File: src/hdl/lbt_pkg.sv
/*
 * lbt_pkg: constants, timing counts and enumerations for the LPDDR2
 * bank state tracker.
 * Assumes one core clock at CLK_PERIOD_NS; all timed intervals are
 * counted in whole cycles of that clock.
 */
package lbt_pkg;

   // ---------------------------------------------------------------
   // geometry
   // ---------------------------------------------------------------
   localparam int NUM_BANKS = 8;
   localparam int BANK_W    = 3;
   localparam int MA_W      = 8;
   localparam int CNT_W     = 8;
   localparam int BS_W      = 3;

   // ---------------------------------------------------------------
   // timing, printed figures in ns, counts derived
   // ---------------------------------------------------------------
   localparam int CLK_PERIOD_NS = 50;
   localparam int T_RP_NS       = 90;
   localparam int T_RCD_NS      = 90;
   localparam int T_MRR_NS      = 100;
   localparam int T_MRW_NS      = 250;
   localparam int T_BURST_NS    = 200;
   localparam int T_INIT_NS     = 10000;

   // least times round up, never below one cycle
   function automatic int cyc_up(input int t_ns);
      int c;
      c = (t_ns + CLK_PERIOD_NS - 1) / CLK_PERIOD_NS;
      return (c < 1) ? 1 : c;
   endfunction

   localparam int RP_CYC    = cyc_up(T_RP_NS);
   localparam int RCD_CYC   = cyc_up(T_RCD_NS);
   localparam int MRR_CYC   = cyc_up(T_MRR_NS);
   localparam int MRW_CYC   = cyc_up(T_MRW_NS);
   localparam int BURST_CYC = cyc_up(T_BURST_NS);
   localparam int INIT_CYC  = cyc_up(T_INIT_NS);

   // counter load values: interval lasts load+1 cycles
   localparam logic [CNT_W-1:0] RP_LD    = CNT_W'(RP_CYC - 1);
   localparam logic [CNT_W-1:0] RCD_LD   = CNT_W'(RCD_CYC - 1);
   localparam logic [CNT_W-1:0] MRR_LD   = CNT_W'(MRR_CYC - 1);
   localparam logic [CNT_W-1:0] MRW_LD   = CNT_W'(MRW_CYC - 1);
   localparam logic [CNT_W-1:0] BURST_LD = CNT_W'(BURST_CYC - 1);
   localparam logic [CNT_W-1:0] INIT_LD  = CNT_W'(INIT_CYC - 1);

   // mode-register address whose write acts as device reset
   localparam logic [MA_W-1:0] RESET_MA = 8'hFF;

   // ---------------------------------------------------------------
   // enumerations
   // ---------------------------------------------------------------
   typedef enum logic [3:0] {
      CMD_NOP  = 4'h0,
      CMD_ACT  = 4'h1,
      CMD_RD   = 4'h2,
      CMD_WR   = 4'h3,
      CMD_PRE  = 4'h4,
      CMD_PREA = 4'h5,
      CMD_MRR  = 4'h6,
      CMD_MRW  = 4'h7,
      CMD_BST  = 4'h8
   } lbt_cmd_type;

   typedef enum logic [BS_W-1:0] {
      BS_IDLE, BS_ACTIVATING, BS_ACTIVE, BS_READING,
      BS_WRITING, BS_READ_AP, BS_WRITE_AP, BS_PRECHARGING
   } lbt_bank_state_type;

   typedef enum logic [3:0] {
      BC_NOP, BC_ACT, BC_RD, BC_RDA, BC_WR, BC_WRA, BC_PRE, BC_END, BC_CLEAR
   } lbt_bank_cmd_type;

   typedef enum logic [2:0] {
      DS_POWER_ON, DS_RESETTING, DS_READY, DS_MRR_IDLE,
      DS_MRR_ACTIVE, DS_MRR_RESET, DS_MRW, DS_PREALL
   } lbt_dev_state_type;

endpackage

File: src/hdl/lbt_bank_if.sv
/*
 * lbt_bank_if: per-bank command and state between tracker and bank.
 * Assumes the tracker drives cmd for one cycle per decoded command.
 */
`timescale 1ns/10ps
interface lbt_bank_if import lbt_pkg::*; ();
   lbt_bank_cmd_type   cmd;
   lbt_bank_state_type state;

   modport ctrl (output cmd, input state);
   modport bank (input cmd, output state);
endinterface

File: src/hdl/lbt_bank.sv
/*
 * lbt_bank: state machine and interval timer of one bank.
 * Assumes the tracker only sends commands that are legal for the
 * current state; protected intervals are never interrupted here.
 */
`timescale 1ns/10ps
module lbt_bank import lbt_pkg::*; (
   input  wire logic   clk,
   input  wire logic   rst,
   lbt_bank_if.bank    bif
);

   lbt_bank_state_type state_q;
   lbt_bank_state_type state_d;
   logic [CNT_W-1:0]   cnt_q;
   logic [CNT_W-1:0]   cnt_d;

   // ---------------------------------------------------------------
   // next state: timed exits first, then the new command
   // ---------------------------------------------------------------
   always_comb begin
      state_d = state_q;
      cnt_d   = cnt_q;
      if (cnt_q != '0) begin
         cnt_d = cnt_q - 1'b1;
      end
      case (state_q)
         BS_ACTIVATING: begin
            if (cnt_q == '0) state_d = BS_ACTIVE;
         end
         BS_PRECHARGING, BS_READ_AP, BS_WRITE_AP: begin
            if (cnt_q == '0) state_d = BS_IDLE;
         end
         default: ;
      endcase
      case (bif.cmd)
         BC_ACT: begin
            state_d = BS_ACTIVATING;
            cnt_d   = RCD_LD;
         end
         BC_RD:  state_d = BS_READING;
         BC_WR:  state_d = BS_WRITING;
         BC_RDA: begin
            state_d = BS_READ_AP;
            cnt_d   = RP_LD;
         end
         BC_WRA: begin
            state_d = BS_WRITE_AP;
            cnt_d   = RP_LD;
         end
         BC_PRE: begin
            // idle banks restart tRP too
            state_d = BS_PRECHARGING;
            cnt_d   = RP_LD;
         end
         BC_END: begin
            // auto-precharge bursts keep their own timer
            if (state_q == BS_READING || state_q == BS_WRITING) begin
               state_d = BS_ACTIVE;
            end
         end
         BC_CLEAR: begin
            state_d = BS_IDLE;
            cnt_d   = '0;
         end
         default: ;
      endcase
   end

   // registers
   always_ff @(posedge clk) begin
      if (rst) begin
         state_q <= BS_IDLE;
         cnt_q   <= '0;
      end else begin
         state_q <= state_d;
         cnt_q   <= cnt_d;
      end
   end

   assign bif.state = state_q;

   // ---------------------------------------------------------------
   // assertions
   // ---------------------------------------------------------------
   localparam int A_RP  = RP_CYC;
   localparam int A_RCD = RCD_CYC;
endmodule

File: src/hdl/lbt_tracker.sv
/*
 * lbt_tracker: device-level command decode and bank tracking for an
 * LPDDR2 memory device, one lbt_bank per bank.
 * Assumes commands arrive on CORE_CLK from controller logic in the
 * same domain, one per cycle, CMD_NOP when nothing is sent.
 */
// Operation
// - MRR with all banks idle holds idle MR reading for tMRR, then idle.
// - MRR during resetting holds resetting MR reading for tMRR, then idle.
// - MRR with an open row holds active MR reading, banks stay active.
// - MRW holds MR writing for tMRW, then all banks idle.
// - precharge-all lasts tRP, then every bank is idle.
// - precharged bank goes idle only after tRP.
// - activated bank becomes active only after tRCD.
// - read with auto precharge keeps bank busy tRP, then idle.
// - write with auto precharge keeps bank busy tRP, then idle.
// - precharging an idle bank still starts tRP.
// - new read or write to another bank may carry auto precharge or not.
// - burst terminate ends the most recent burst, any bank.
// - with bank n idle, bank m follows its own transitions.
// - MRR with banks open, activating or precharging enters active MR reading, never idle MR reading.
// - during a burst, other banks accept activate, precharge, and a read or write in the burst's direction.
// - device reset is a mode-register write to one address.
// - reading or writing only from bursts without auto precharge.
`timescale 1ns/10ps
module lbt_tracker import lbt_pkg::*; (
   input  logic                        CORE_CLK,
   input  logic                        RESET,
   input  lbt_cmd_type                 CMD,
   input  logic [BANK_W-1:0]           CMD_BANK,
   input  logic                        CMD_AP,
   input  logic [MA_W-1:0]             CMD_MA,
   output logic [NUM_BANKS*BS_W-1:0]   BANK_STATE,
   output lbt_dev_state_type           DEV_STATE,
   output logic                        ALL_IDLE,
   output logic                        BURST_ACTIVE,
   output logic                        ILLEGAL_CMD
);

   lbt_bank_state_type bst  [NUM_BANKS];
   lbt_bank_cmd_type   bcmd [NUM_BANKS];
   lbt_dev_state_type  dev_q, dev_d;
   logic [CNT_W-1:0]   dcnt_q, dcnt_d;
   logic [CNT_W-1:0]   bcnt_q, bcnt_d;
   logic [BANK_W-1:0]  last_q, last_d;
   logic               run_q, run_d;
   logic               lrd_q, lrd_d;
   logic               ill_q, illegal_d;
   logic               go_rst;
   logic               all_idle, prea_ok, ap_busy;
   logic               tgt_busy, tgt_open, rd_cmd;
   lbt_bank_state_type tgt;

   // ---------------------------------------------------------------
   // banks, each on its own transitions
   // ---------------------------------------------------------------
   lbt_bank_if bif [NUM_BANKS] ();
   for (genvar i = 0; i < NUM_BANKS; i++) begin : g_bank
      assign bif[i].cmd = bcmd[i];
      assign bst[i] = bif[i].state;
      assign BANK_STATE[i*BS_W +: BS_W] = bif[i].state;
      lbt_bank u_bank (
         .clk (CORE_CLK),
         .rst (RESET),
         .bif (bif[i])
      );
   end

   // summary of all banks
   always_comb begin
      all_idle = 1'b1;
      prea_ok  = 1'b1;
      ap_busy  = 1'b0;
      for (int i = 0; i < NUM_BANKS; i++) begin
         if (bst[i] != BS_IDLE) all_idle = 1'b0;
         if (!(bst[i] inside {BS_IDLE, BS_ACTIVE, BS_READING, BS_WRITING})) begin
            prea_ok = 1'b0;
         end
         if (bst[i] inside {BS_READ_AP, BS_WRITE_AP}) ap_busy = 1'b1;
      end
   end

   // addressed bank
   assign tgt      = bst[CMD_BANK];
   assign tgt_busy = tgt inside {BS_ACTIVATING, BS_PRECHARGING, BS_READ_AP, BS_WRITE_AP};
   assign tgt_open = tgt inside {BS_ACTIVE, BS_READING, BS_WRITING};
   assign rd_cmd   = (CMD == CMD_RD);

   // ---------------------------------------------------------------
   // device decode: next values of device, burst and flag state
   // ---------------------------------------------------------------
   always_comb begin
      dev_d     = dev_q;
      dcnt_d    = dcnt_q;
      run_d     = run_q;
      bcnt_d    = bcnt_q;
      last_d    = last_q;
      lrd_d     = lrd_q;
      illegal_d = 1'b0;
      go_rst    = 1'b0;
      for (int i = 0; i < NUM_BANKS; i++) bcmd[i] = BC_NOP;
      if (dcnt_q != '0) dcnt_d = dcnt_q - 1'b1;
      // interval end returns the device to normal decode
      if (dcnt_q == '0 && dev_q != DS_POWER_ON && dev_q != DS_READY) begin
         dev_d = DS_READY;
         if (dev_q == DS_MRW || dev_q == DS_MRR_RESET) begin
            for (int i = 0; i < NUM_BANKS; i++) bcmd[i] = BC_CLEAR;
         end
      end
      // natural end of the running burst
      if (run_q) begin
         if (bcnt_q == '0) begin
            run_d        = 1'b0;
            bcmd[last_q] = BC_END;
         end else begin
            bcnt_d = bcnt_q - 1'b1;
         end
      end
      case (dev_q)
         DS_POWER_ON: begin
            if (CMD == CMD_MRW && CMD_MA == RESET_MA) go_rst = 1'b1;
            else if (CMD != CMD_NOP) illegal_d = 1'b1;
         end
         DS_RESETTING: begin
            if (CMD == CMD_MRR) begin
               dev_d  = DS_MRR_RESET;
               dcnt_d = MRR_LD;
            end else if (CMD != CMD_NOP) begin
               illegal_d = 1'b1;
            end
         end
         DS_READY: begin
            case (CMD)
               CMD_NOP: ;
               CMD_ACT: begin
                  if (tgt == BS_IDLE) bcmd[CMD_BANK] = BC_ACT;
                  else illegal_d = 1'b1;
               end
               CMD_RD, CMD_WR: begin
                  // a read-write turnaround needs the burst finished first
                  if (tgt_open && !(run_q && lrd_q != rd_cmd)) begin
                     if (run_q && last_q != CMD_BANK) bcmd[last_q] = BC_END;
                     if (rd_cmd) bcmd[CMD_BANK] = CMD_AP ? BC_RDA : BC_RD;
                     else bcmd[CMD_BANK] = CMD_AP ? BC_WRA : BC_WR;
                     run_d  = 1'b1;
                     bcnt_d = BURST_LD;
                     last_d = CMD_BANK;
                     lrd_d  = rd_cmd;
                  end else begin
                     illegal_d = 1'b1;
                  end
               end
               CMD_PRE: begin
                  if (!tgt_busy) begin
                     bcmd[CMD_BANK] = BC_PRE;
                     if (run_q && last_q == CMD_BANK) run_d = 1'b0;
                  end else begin
                     illegal_d = 1'b1;
                  end
               end
               CMD_PREA: begin
                  if (prea_ok) begin
                     for (int i = 0; i < NUM_BANKS; i++) bcmd[i] = BC_PRE;
                     dev_d  = DS_PREALL;
                     dcnt_d = RP_LD;
                     run_d  = 1'b0;
                  end else begin
                     illegal_d = 1'b1;
                  end
               end
               CMD_MRR: begin
                  if (!run_q && !ap_busy) begin
                     dev_d  = all_idle ? DS_MRR_IDLE : DS_MRR_ACTIVE;
                     dcnt_d = MRR_LD;
                  end else begin
                     illegal_d = 1'b1;
                  end
               end
               CMD_MRW: begin
                  if (all_idle && !run_q) begin
                     if (CMD_MA == RESET_MA) begin
                        go_rst = 1'b1;
                     end else begin
                        dev_d  = DS_MRW;
                        dcnt_d = MRW_LD;
                     end
                  end else begin
                     illegal_d = 1'b1;
                  end
               end
               CMD_BST: begin
                  if (run_q) begin
                     bcmd[last_q] = BC_END;
                     run_d        = 1'b0;
                  end else begin
                     illegal_d = 1'b1;
                  end
               end
               default: illegal_d = 1'b1;
            endcase
         end
         // protected intervals: anything but NOP is refused
         default: begin
            if (CMD != CMD_NOP) illegal_d = 1'b1;
         end
      endcase
      if (go_rst) begin
         dev_d  = DS_RESETTING;
         dcnt_d = INIT_LD;
         run_d  = 1'b0;
         for (int i = 0; i < NUM_BANKS; i++) bcmd[i] = BC_CLEAR;
      end
   end

   // registers
   always_ff @(posedge CORE_CLK) begin
      if (RESET) begin
         dev_q  <= DS_POWER_ON;
         dcnt_q <= '0;
         run_q  <= 1'b0;
         bcnt_q <= '0;
         last_q <= '0;
         lrd_q  <= 1'b0;
         ill_q  <= 1'b0;
      end else begin
         dev_q  <= dev_d;
         dcnt_q <= dcnt_d;
         run_q  <= run_d;
         bcnt_q <= bcnt_d;
         last_q <= last_d;
         lrd_q  <= lrd_d;
         ill_q  <= illegal_d;
      end
   end

   assign DEV_STATE    = dev_q;
   assign ALL_IDLE     = all_idle && (dev_q == DS_READY);
   assign BURST_ACTIVE = run_q;
   assign ILLEGAL_CMD  = ill_q;

   // ---------------------------------------------------------------
   // assertions
   // ---------------------------------------------------------------
   localparam int A_MRR = MRR_CYC;
   localparam int A_MRW = MRW_CYC;
   localparam int A_RP  = RP_CYC;
endmodule

File: config.mk
export PLATFORM = sky130hd
export DESIGN_NAME = lbt_tracker
export DESIGN_NICKNAME = d
export VERILOG_FILES = /design/src/hdl/lbt_pkg.sv /design/src/hdl/lbt_bank_if.sv /design/src/hdl/lbt_bank.sv /design/src/hdl/lbt_tracker.sv
export SDC_FILE = /design/constraint.sdc
export NUM_CORES = 1
export LEC_CHECK = 0
export ABC_AREA = 0
export BUFFER_PORTS_ARGS = -buffer_cell sky130_fd_sc_hd__buf_2
export CORE_MARGIN = 2
export CORE_UTILIZATION = 40
export CTS_BUF_LIST = sky130_fd_sc_hd__clkbuf_8
export DETAILED_ROUTE_END_ITERATION = 12
export SETUP_SLACK_MARGIN = 0.02
export SYNTH_ARGS = -nofsm -noshare
export SYNTH_HDL_FRONTEND = slang
export SYNTH_HIERARCHICAL = 1
export SYNTH_SLANG_ARGS = --single-unit
File: constraint.sdc
create_clock -name CORE_CLK -period 4.25 [get_ports CORE_CLK]
set_input_delay 0.2125 -clock CORE_CLK [delete_from_list [all_inputs] [get_ports CORE_CLK]]
set_output_delay 0.2125 -clock CORE_CLK [all_outputs]
set_load 0.1 [all_outputs]
==> results of run 1 <==
## final timing paths
path,start,cells past startpoint,end,slack [ps]
worst min-delay path,CMD_BANK[0],3,last_q[0]$_SDFFE_PP0P_,170
worst max register to register,g_bank[5].u_bank/bif.state[0]$_SDFF_PP0_,13,g_bank[5].u_bank/bif.state[1]$_SDFF_PP0_,240
worst max-delay path,g_bank[5].u_bank/bif.state[0]$_SDFF_PP0_,13,g_bank[5].u_bank/bif.state[1]$_SDFF_PP0_,240
worst min register to register,g_bank[3].u_bank/cnt_q[6]$_SDFFE_PP0P_,2,g_bank[3].u_bank/cnt_q[6]$_SDFFE_PP0P_,480
## logic make-up (layout without fill, tap and decap cells)
kind of cell	count (synthesis)	count (layout)	share of synthesized area, %
mux	27	27	3.36
compound gates	385	385	26.6
simple gates	535	535	30.4
flops	113	113	24.1
buf+inv	110	198	5.99
xor+xnor	70	70	8.13
fa+ha+maj	11	11	1.47
## synth_stat cells, types with 9 or more instances
cell type and n:
sky130_fd_sc_hd__a211oi_1 19, sky130_fd_sc_hd__a21boi_0 21, sky130_fd_sc_hd__a21o_1 19, sky130_fd_sc_hd__a21oi_1 84, sky130_fd_sc_hd__a22oi_1 10, sky130_fd_sc_hd__and2_1 13, sky130_fd_sc_hd__buf_6 19, sky130_fd_sc_hd__clkbuf_1 46
sky130_fd_sc_hd__dfxtp_1 113, sky130_fd_sc_hd__ha_1 11, sky130_fd_sc_hd__inv_1 38, sky130_fd_sc_hd__mux2i_1 18, sky130_fd_sc_hd__nand2_1 102, sky130_fd_sc_hd__nand2b_1 28, sky130_fd_sc_hd__nand3_1 52, sky130_fd_sc_hd__nand3b_1 27
sky130_fd_sc_hd__nor2_1 138, sky130_fd_sc_hd__nor2b_1 27, sky130_fd_sc_hd__nor3_1 48, sky130_fd_sc_hd__nor4_1 26, sky130_fd_sc_hd__o211ai_1 18, sky130_fd_sc_hd__o21ai_0 110, sky130_fd_sc_hd__o21ai_1 9, sky130_fd_sc_hd__o31a_1 11
sky130_fd_sc_hd__o41ai_1 9, sky130_fd_sc_hd__or3_1 15, sky130_fd_sc_hd__xnor2_1 24, sky130_fd_sc_hd__xor2_1 38
## worst min-delay path: stages
cell and delay, ps:
sky130_fd_sc_hd__buf_2 200, sky130_fd_sc_hd__nand3_1 100, sky130_fd_sc_hd__a21oi_1 60
## registers in the layout, indices dropped and copies added, names as in the netlist
name,cells
BURST_ACTIVE,1
DEV_STATE,3
ILLEGAL_CMD,1
bcnt_q,8
dcnt_q,8
g_bank.u_bank/bif.state,24
g_bank.u_bank/cnt_q,64
last_q,3
lrd_q,1
## through the flow
stage               std cells  utilization (%)  hold WS (ps)  setup slack [ps]
detailed placement       1626             43.9           475              56.5
finish                   1658             46.0           173               237
CTS                      1658             45.9           145               120
global placement         1626             43.9           468               121
global route             1658             46.0           169              7.20
floorplan                1251                -           284              97.1
## layer usage
metal | GRT usage (%) | part of all wire (%) | vias up
met1 | 30.1 | 45 | 4401
met5 | 0 | 0 | -
li1 | - | - | 4736
met4 | 8.61 | 3.1 | 0
met3 | 5.01 | 6.3 | 66
met2 | 37.7 | 45 | 287
## power breakdown
part           internal, mW  switching [mW]  total (mW)
logic                 0.980            1.14        2.12
clock network         0.712           0.504        1.22
registers              1.32           0.286        1.61
## placed cells by master (no fill, tap or decap), types with 9 or more instances in the layout
cell / synthesis / routed
sky130_fd_sc_hd__nor2_1: 138 / 138
sky130_fd_sc_hd__dfxtp_1: 113 / 113
sky130_fd_sc_hd__o21ai_0: 110 / 106
sky130_fd_sc_hd__nand2_1: 102 / 102
sky130_fd_sc_hd__a21oi_1: 84 / 84
sky130_fd_sc_hd__buf_4: 0 / 81
sky130_fd_sc_hd__nand3_1: 52 / 52
sky130_fd_sc_hd__nor3_1: 48 / 47
sky130_fd_sc_hd__buf_2: 5 / 47
sky130_fd_sc_hd__inv_1: 38 / 39
sky130_fd_sc_hd__xor2_1: 38 / 38
sky130_fd_sc_hd__nand2b_1: 28 / 28
sky130_fd_sc_hd__nor2b_1: 27 / 27
sky130_fd_sc_hd__nand3b_1: 27 / 27
sky130_fd_sc_hd__nor4_1: 26 / 25
sky130_fd_sc_hd__xnor2_1: 24 / 24
sky130_fd_sc_hd__a21boi_0: 21 / 21
sky130_fd_sc_hd__a211oi_1: 19 / 19
sky130_fd_sc_hd__a21o_1: 19 / 19
sky130_fd_sc_hd__o211ai_1: 18 / 18
sky130_fd_sc_hd__mux2i_1: 18 / 18
sky130_fd_sc_hd__clkbuf_8: 0 / 18
sky130_fd_sc_hd__or3_1: 15 / 15
sky130_fd_sc_hd__and2_1: 13 / 13
sky130_fd_sc_hd__o21ai_1: 9 / 13
sky130_fd_sc_hd__o31a_1: 11 / 11
sky130_fd_sc_hd__ha_1: 11 / 11
sky130_fd_sc_hd__a22oi_1: 10 / 10
sky130_fd_sc_hd__nor4_2: 8 / 9
sky130_fd_sc_hd__o41ai_1: 9 / 9
## layout make-up
cell class | instances | area [um2]
Fill cell | 2458 | 12600
Multi-Input combinational cell | 1028 | 6590
Sequential cell | 113 | 2260
Timing Repair Buffer | 128 | 843
Tap cell | 319 | 399
Clock buffer | 18 | 248
Clock inverter | 14 | 213
Inverter | 38 | 143
==> out/results.txt, run 1 <==
The run finished with clean final reports. The clock tree buffer depth came out at 2. The floorplan step defined a die boundary enclosing 24700 um2. The run gives 0 as the count of inserted antenna diode cells. The number of rows in the core area came out at 56. The total of buffers placed on input and output ports came out at 47. For this design, the slowest cell found on the critical path is sky130_fd_sc_hd__mux4_2.

Static timing analysis puts the maximum clock frequency at 249 MHz. The count of instances resized after the clock tree is built is 0, and the power density relative to cell area is 462 nW/um2. The final critical delay including setup and external delays works out to 4010 ps. The later pin in the worst-skew pair is clocked with a latency of 450 ps.

The synthesis-to-finish area growth works out to 14.0%. In the final layout, the share of cells above drive strength 1 is 16.5%. 48 I/O pins were placed.

The mapped netlist covers 9390 um2. The required time at the worst-slack endpoint is 4590 ps, and the number of enable flip-flop cells after synthesis is 0. The critical-path maximum fanout works out to 10. Of all cell types, the one taking the most synthesized area is sky130_fd_sc_hd__dfxtp_1. The detailed-route via count is 9490. The pin slew with the least headroom to its limit is 974 ps. STA puts the critical path data arrival time at 4350 ps. The net count after synthesis came out at 1280. Walking the worst path, the cells encountered are mux4_2 > mux2_2 > or3_1 > nor2_4 > a21oi_1 > o31ai_1 > o21ai_0 > buf_4 > nor2_1 > mux2i_1 > o22a_1 > nor4_1 > nor4_2. The run gives 8995 as the number of global-route vias before repair. The number of violations reported at the end of detailed-routing iteration 0 came out at 740. The run gives 10700 um2 as the final standard cell area without fillers. Kind of critical path: register to register.

The number of warning messages in the yosys log came out at 6. The worst pin sits at a relative slew slack of 34.4%. In the routed layout, each cell is associated on average with a via count of 5.72.

For this run, the post-layout net count is 1355. The die is 157 um tall. For this design, the sink count on the clock tree is 113. After clock tree synthesis, the flow added hold-fix buffers numbering 0.

The total overflow left after global routing is 0. The cell count after synthesis came out at 1251. The run gives 0.393 mV as the worst vdd rail ir drop.

TritonCTS built the clock tree. Library cell used as clock root buffer: sky130_fd_sc_hd__clkbuf_8. For the cell area after placement, the log shows 10200 um2. Entering global routing, the biggest net connects 37 pins.

Once the floorplan was initialized, standard cells occupied 40.3% of the core. Detailed placement finished with a half-perimeter wire length of 20900 um. Portion of synthesized cell area occupied by the leading cell type: 24.1%. The number of clock buffers added by TritonCTS is 17.

After clock tree synthesis, the clock-pin slew on the worst setup and hold paths is 80 ps. The completed layout was analyzed and its total power is 4.94 mW. The detail route stage leaves a number of antenna-violating nets equal to 0. The type of element capturing the critical path is a register. For this block, the routed nets add up to 28100 um of wire. The post-CTS repair timing setup buffer count was 0.

Global routing used 23.2% of the available tracks across all layers. The buffering stage count on the worst path with inverters included is 1. The tools report the initial antenna violation count as 0. Summed over all cells, the static leakage comes to 4.09 nW.

Adding up every negative setup slack in the final design gives 0 ps. The fraction of registers with async set or reset after synthesis was 0%; the die outline width was 157 um. In this design, the stage delay of the slowest critical-path cell is 500 ps. The H-tree was split into 4 levels. Sequential cells were found to cover 24.1% of the synthesized design area. The final hold violation count came out at 0.

Register bit total from synthesis: 113. Counting distinct cell types in the post-synthesis netlist gives 77. After layout, the worst path uses 94.4% of the clock period.

Count of final max-slew check failures: 0. The worst hold path belongs to the class input pin to register. Yosys attributes the largest share of cell area to sky130_fd_sc_hd__dfxtp_1 24%, sky130_fd_sc_hd__o21ai_0 5.9%, sky130_fd_sc_hd__nor2_1 5.5%, sky130_fd_sc_hd__a21oi_1 4.5%, sky130_fd_sc_hd__nand2_1 4.1%. For this run, design rule violations remaining after detail routing come to 0. The core area was 23300 um2. The main flop type after synthesis was sky130_fd_sc_hd__dfxtp_1. Across the routed clock network, the largest skew measured is 13.5 ps. Type of origin of the critical path: a register.

Wire length of the first global-routing pass: 45800 um. For the first-pass iteration count of the detailed router, the log shows 6. Across the run, the number of max-cap violations was 0.

The cell family contributing the most delay on the critical path was simple AND/OR/NAND/NOR gates. Setup violations remaining at the end of the flow were counted as 0. The average instance in the mapped netlist occupies 7.50 um2. The congestion estimate from routability-driven global placement came to 0.975. In the final routed layout, each cell accounts on average for 17.0 um. Setup repair after global routing left no endpoint under its margin.
(Power assumes the default switching activity.)
==> inputs of run 2 (changes only) <==
--- a/config.mk
+++ b/config.mk
@@ -7,12 +7,14 @@
 export LEC_CHECK = 0
 export ABC_AREA = 0
 export BUFFER_PORTS_ARGS = -buffer_cell sky130_fd_sc_hd__buf_2
+export CELL_PAD_IN_SITES_DETAIL_PLACEMENT = 0
+export CELL_PAD_IN_SITES_GLOBAL_PLACEMENT = 1
 export CORE_MARGIN = 2
 export CORE_UTILIZATION = 40
 export CTS_BUF_LIST = sky130_fd_sc_hd__clkbuf_8
 export DETAILED_ROUTE_END_ITERATION = 12
+export PLACE_DENSITY_LB_ADDON = 0.1
 export SETUP_SLACK_MARGIN = 0.02
 export SYNTH_ARGS = -nofsm -noshare
 export SYNTH_HDL_FRONTEND = slang
-export SYNTH_HIERARCHICAL = 1
 export SYNTH_SLANG_ARGS = --single-unit
==> out/results.txt, run 2 <==
In the final layout, flip-flops and latches occupy 2260 um2. Clock tree synthesis selected as its root buffer the cell sky130_fd_sc_hd__clkbuf_8. The routed design has 32300 um of wire. The count of placed standard cells in the final layout, fillers left out is 1574, and the number of DRC violations after detailed routing is 0. The tools report the start point of the critical path as last_q[1]$_SDFFE_PP0P_. The library cell with the highest instance count after synthesis was sky130_fd_sc_hd__nor2_1. The tools report the number of cells produced by synthesis as 1222. The commonest cells after synthesis are 173 x sky130_fd_sc_hd__nor2_1, 113 x sky130_fd_sc_hd__dfxtp_1, 100 x sky130_fd_sc_hd__nand2_1, 99 x sky130_fd_sc_hd__a21oi_1, 62 x sky130_fd_sc_hd__o21ai_0.

For the worst-skew pair, the clock arrives at the later sink with an insertion delay of 460 ps. The cell depth of the worst min-delay path works out to 2. The flow ran to the end, and the final reports show no timing, DRC or antenna violations. Across the VDD grid, the largest voltage drop is 0.293 mV. The worst-case setup slack after placement came out at 479 ps.

The run gives 809 as the number of violations reported at the end of detailed-routing iteration 0. For the deepest level of the CTS H-tree, the log shows 4. Of all nets on the critical path, the largest fanout is 14. The number of global-route vias before repair was 9285; the net count after synthesis was 1258. Count of clock tree sinks: 113.

For the total placed cells including tap cells, the log shows 1542. Clock-pin slew was measured on the worst setup and hold paths at 80 ps. The count of final max-slew check failures is 0.

The logs give 0 for the final setup violation count and 0 for the final hold violation count. In the final routed layout, each cell accounts on average for 20.5 um. Across every metal layer, demand over resource in global routing totals 27.3%.

The tools report the initial core utilization as 40.5%. Leaving out fill and tap cells, the most frequent cells in the layout are 173 x sky130_fd_sc_hd__nor2_1, 113 x sky130_fd_sc_hd__dfxtp_1, 100 x sky130_fd_sc_hd__nand2_1. STA classifies the critical path endpoint as a register. The top cell type by area accounts for 24.7% of the synthesized area. The startpoint of the worst register-to-register path is last_q[1]$_SDFFE_PP0P_. After synthesis the netlist holds a flip-flop and latch count of 113. The die covers 24100 um2. In this run the power density over the cells is 444 nW/um2. The die outline width was 155 um; the number of flip-flops under the largest register name was 64.

At the end of the flow the core is filled with cells to 45.3%. After synthesis the cells add up to 9150 um2. The average cell area after synthesis came out at 7.49 um2.

Yosys printed 0 warnings. The tools report the number of nets in the layout as 1312. The number of setup buffers added after CTS is 0. Synthesis-to-finish area growth: 11.9%. TritonCTS built the clock tree. After synthesis, the share of flip-flops with an asynchronous set or reset is 0%. The detail route stage leaves a number of antenna-violating nets equal to 0. The share of the Yosys chip area taken by registers is 24.7%. The worst setup path is of the register to register kind. The depth of the most critical reg-to-reg path was 9; the final weighted congestion in routability-driven placement was 1.07. In this run, distinct cell masters in the synthesized netlist total 99. The total of buffers placed on input and output ports is 47. The final route contains 9811 vias. Cells with a size suffix above 1 make up 15.1% of the layout. The logs give 24 for the pin count of the biggest net entering global routing and 3.90 nW for the static leakage. Summed over all instances, the cell type with the most area after synthesis is sky130_fd_sc_hd__dfxtp_1. The wire length of the first global-routing pass is 51900 um. Measured against its own limit, the worst slew margin works out to 39.9%.

The number of enable flip-flop cells after synthesis is 0, and the total clock buffers created by CTS is 17. Detailed placement finished with a half-perimeter wire length of 23900 um. In the routed layout, each cell is associated on average with a via count of 6.23. Data on the critical path is required at its endpoint by 4600 ps. After layout, the worst path uses 91.0% of the clock period. Setup repair after global routing left no endpoint under its margin.

The logs give 2 for the clock tree buffer depth and 5 for the first-pass iteration count of the detailed router. Static timing analysis puts the maximum clock frequency at 259 MHz. For the pin with the worst max-slew slack, the measured transition is 888 ps. After synthesis, the cell types taking the most area are sky130_fd_sc_hd__dfxtp_1 25%, sky130_fd_sc_hd__nor2_1 7.1%, sky130_fd_sc_hd__a21oi_1 5.4%, sky130_fd_sc_hd__xnor2_1 4.4%, sky130_fd_sc_hd__nand2_1 4.1%. The setup slack after layout came out at 383 ps. The number of gates resized after CTS was 0.

The tools report the endpoint arrival time on the critical path as 4220 ps. The core area came out at 22600 um2. In this run the vertical extent of the chip is 155 um. The final critical delay including setup and external delays works out to 3870 ps. The run gives 48 as the number of ports placed on the die boundary.

The min-delay analysis places its worst path in the category input pin to register. The logs give 0 for the count of inserted antenna diode cells and 0 for the initial antenna violation count. The worst setup path is launched from a register. The number of maximum-capacitance violations is 0, and the total overflow reported by the global router is 0. The filler cells instantiated in the layout total 2311. The register bank with the most flops is g_bank.u_bank.cnt_q. The worst hold path begins at CMD[0]. The main flop type after synthesis was sky130_fd_sc_hd__dfxtp_1.

After routing, the total negative slack on setup checks comes to 0 ps. For the area taken by multi-input logic gates, the log shows 6520 um2. In this run, post-CTS hold repair placed 0 buffers. The most common cell after layout, fill and taps aside was sky130_fd_sc_hd__nor2_1. The number of rows in the core area was 55; the setup skew after layout was 14.1 ps.
run 2: cell families after synthesis:
family | count (synthesis) | synth area share (%)
compound gates | 369 | 27.6
xor+xnor | 76 | 7.28
fa+ha+maj | 18 | 2.46
buf+inv | 89 | 4.10
flops | 113 | 24.7
mux | 22 | 3.83
simple gates | 535 | 30.0
run 2: path summary, 6_finish.rpt:
| path | slack, ps | endpoint |
|---|---|---|
| hold reg to reg | 480 | dcnt_q[3]$_SDFF_PP0_ |
| setup / recovery | 380 | g_bank[2].u_bank.bif.state[0]$_SDFF_PP0_ |
| hold / removal | 180 | lrd_q$_SDFFE_PP0P_ |
| setup reg to reg | 380 | g_bank[2].u_bank.bif.state[0]$_SDFF_PP0_ |
run 2: routing by layer:
metal | track usage (%) | wire [um] | up-vias
met5 | 0 | 0 | -
met4 | 12.6 | 1440 | 0
met3 | 5.68 | 2120 | 117
met2 | 43.1 | 14300 | 392
met1 | 35.7 | 14400 | 4634
li1 | - | - | 4668
run 2: metrics by stage:
stage | power [mW] | hold slack [ps] | instance area [um2]
global placement | 3.52 | 459 | 9850
global route | 4.98 | 180 | 10200
CTS | 4.60 | 144 | 10200
detailed placement | 3.53 | 466 | 9850
floorplan | 3.16 | 440 | 9150
finish | 4.55 | 178 | 10200
run 2: final cells by class:
cell class / count / area share, %
Clock buffer: 19 / 2.55
Clock inverter: 13 / 1.23
Sequential cell: 113 / 22.1
Tap cell: 285 / 3.48
Timing Repair Buffer: 97 / 5.97
Multi-Input combinational cell: 1020 / 63.7
Inverter: 27 / 0.990
run 2: where the power goes:
group | total [mW] | internal [mW] | switching [mW]
registers | 1.60 | 1.36 | 0.244
logic | 1.90 | 0.861 | 1.04
clock network | 1.04 | 0.502 | 0.539
run 2: worst max-delay path: stages (launching register included):
cell and delay [ps]:
sky130_fd_sc_hd__dfxtp_1 690, sky130_fd_sc_hd__or4bb_1 620, sky130_fd_sc_hd__nor3_1 570, sky130_fd_sc_hd__nand2_1 200, sky130_fd_sc_hd__and3_1 240, sky130_fd_sc_hd__a221oi_2 290
sky130_fd_sc_hd__or4b_4 520, sky130_fd_sc_hd__or2_4 250, sky130_fd_sc_hd__and3_1 200, sky130_fd_sc_hd__a31o_1 170
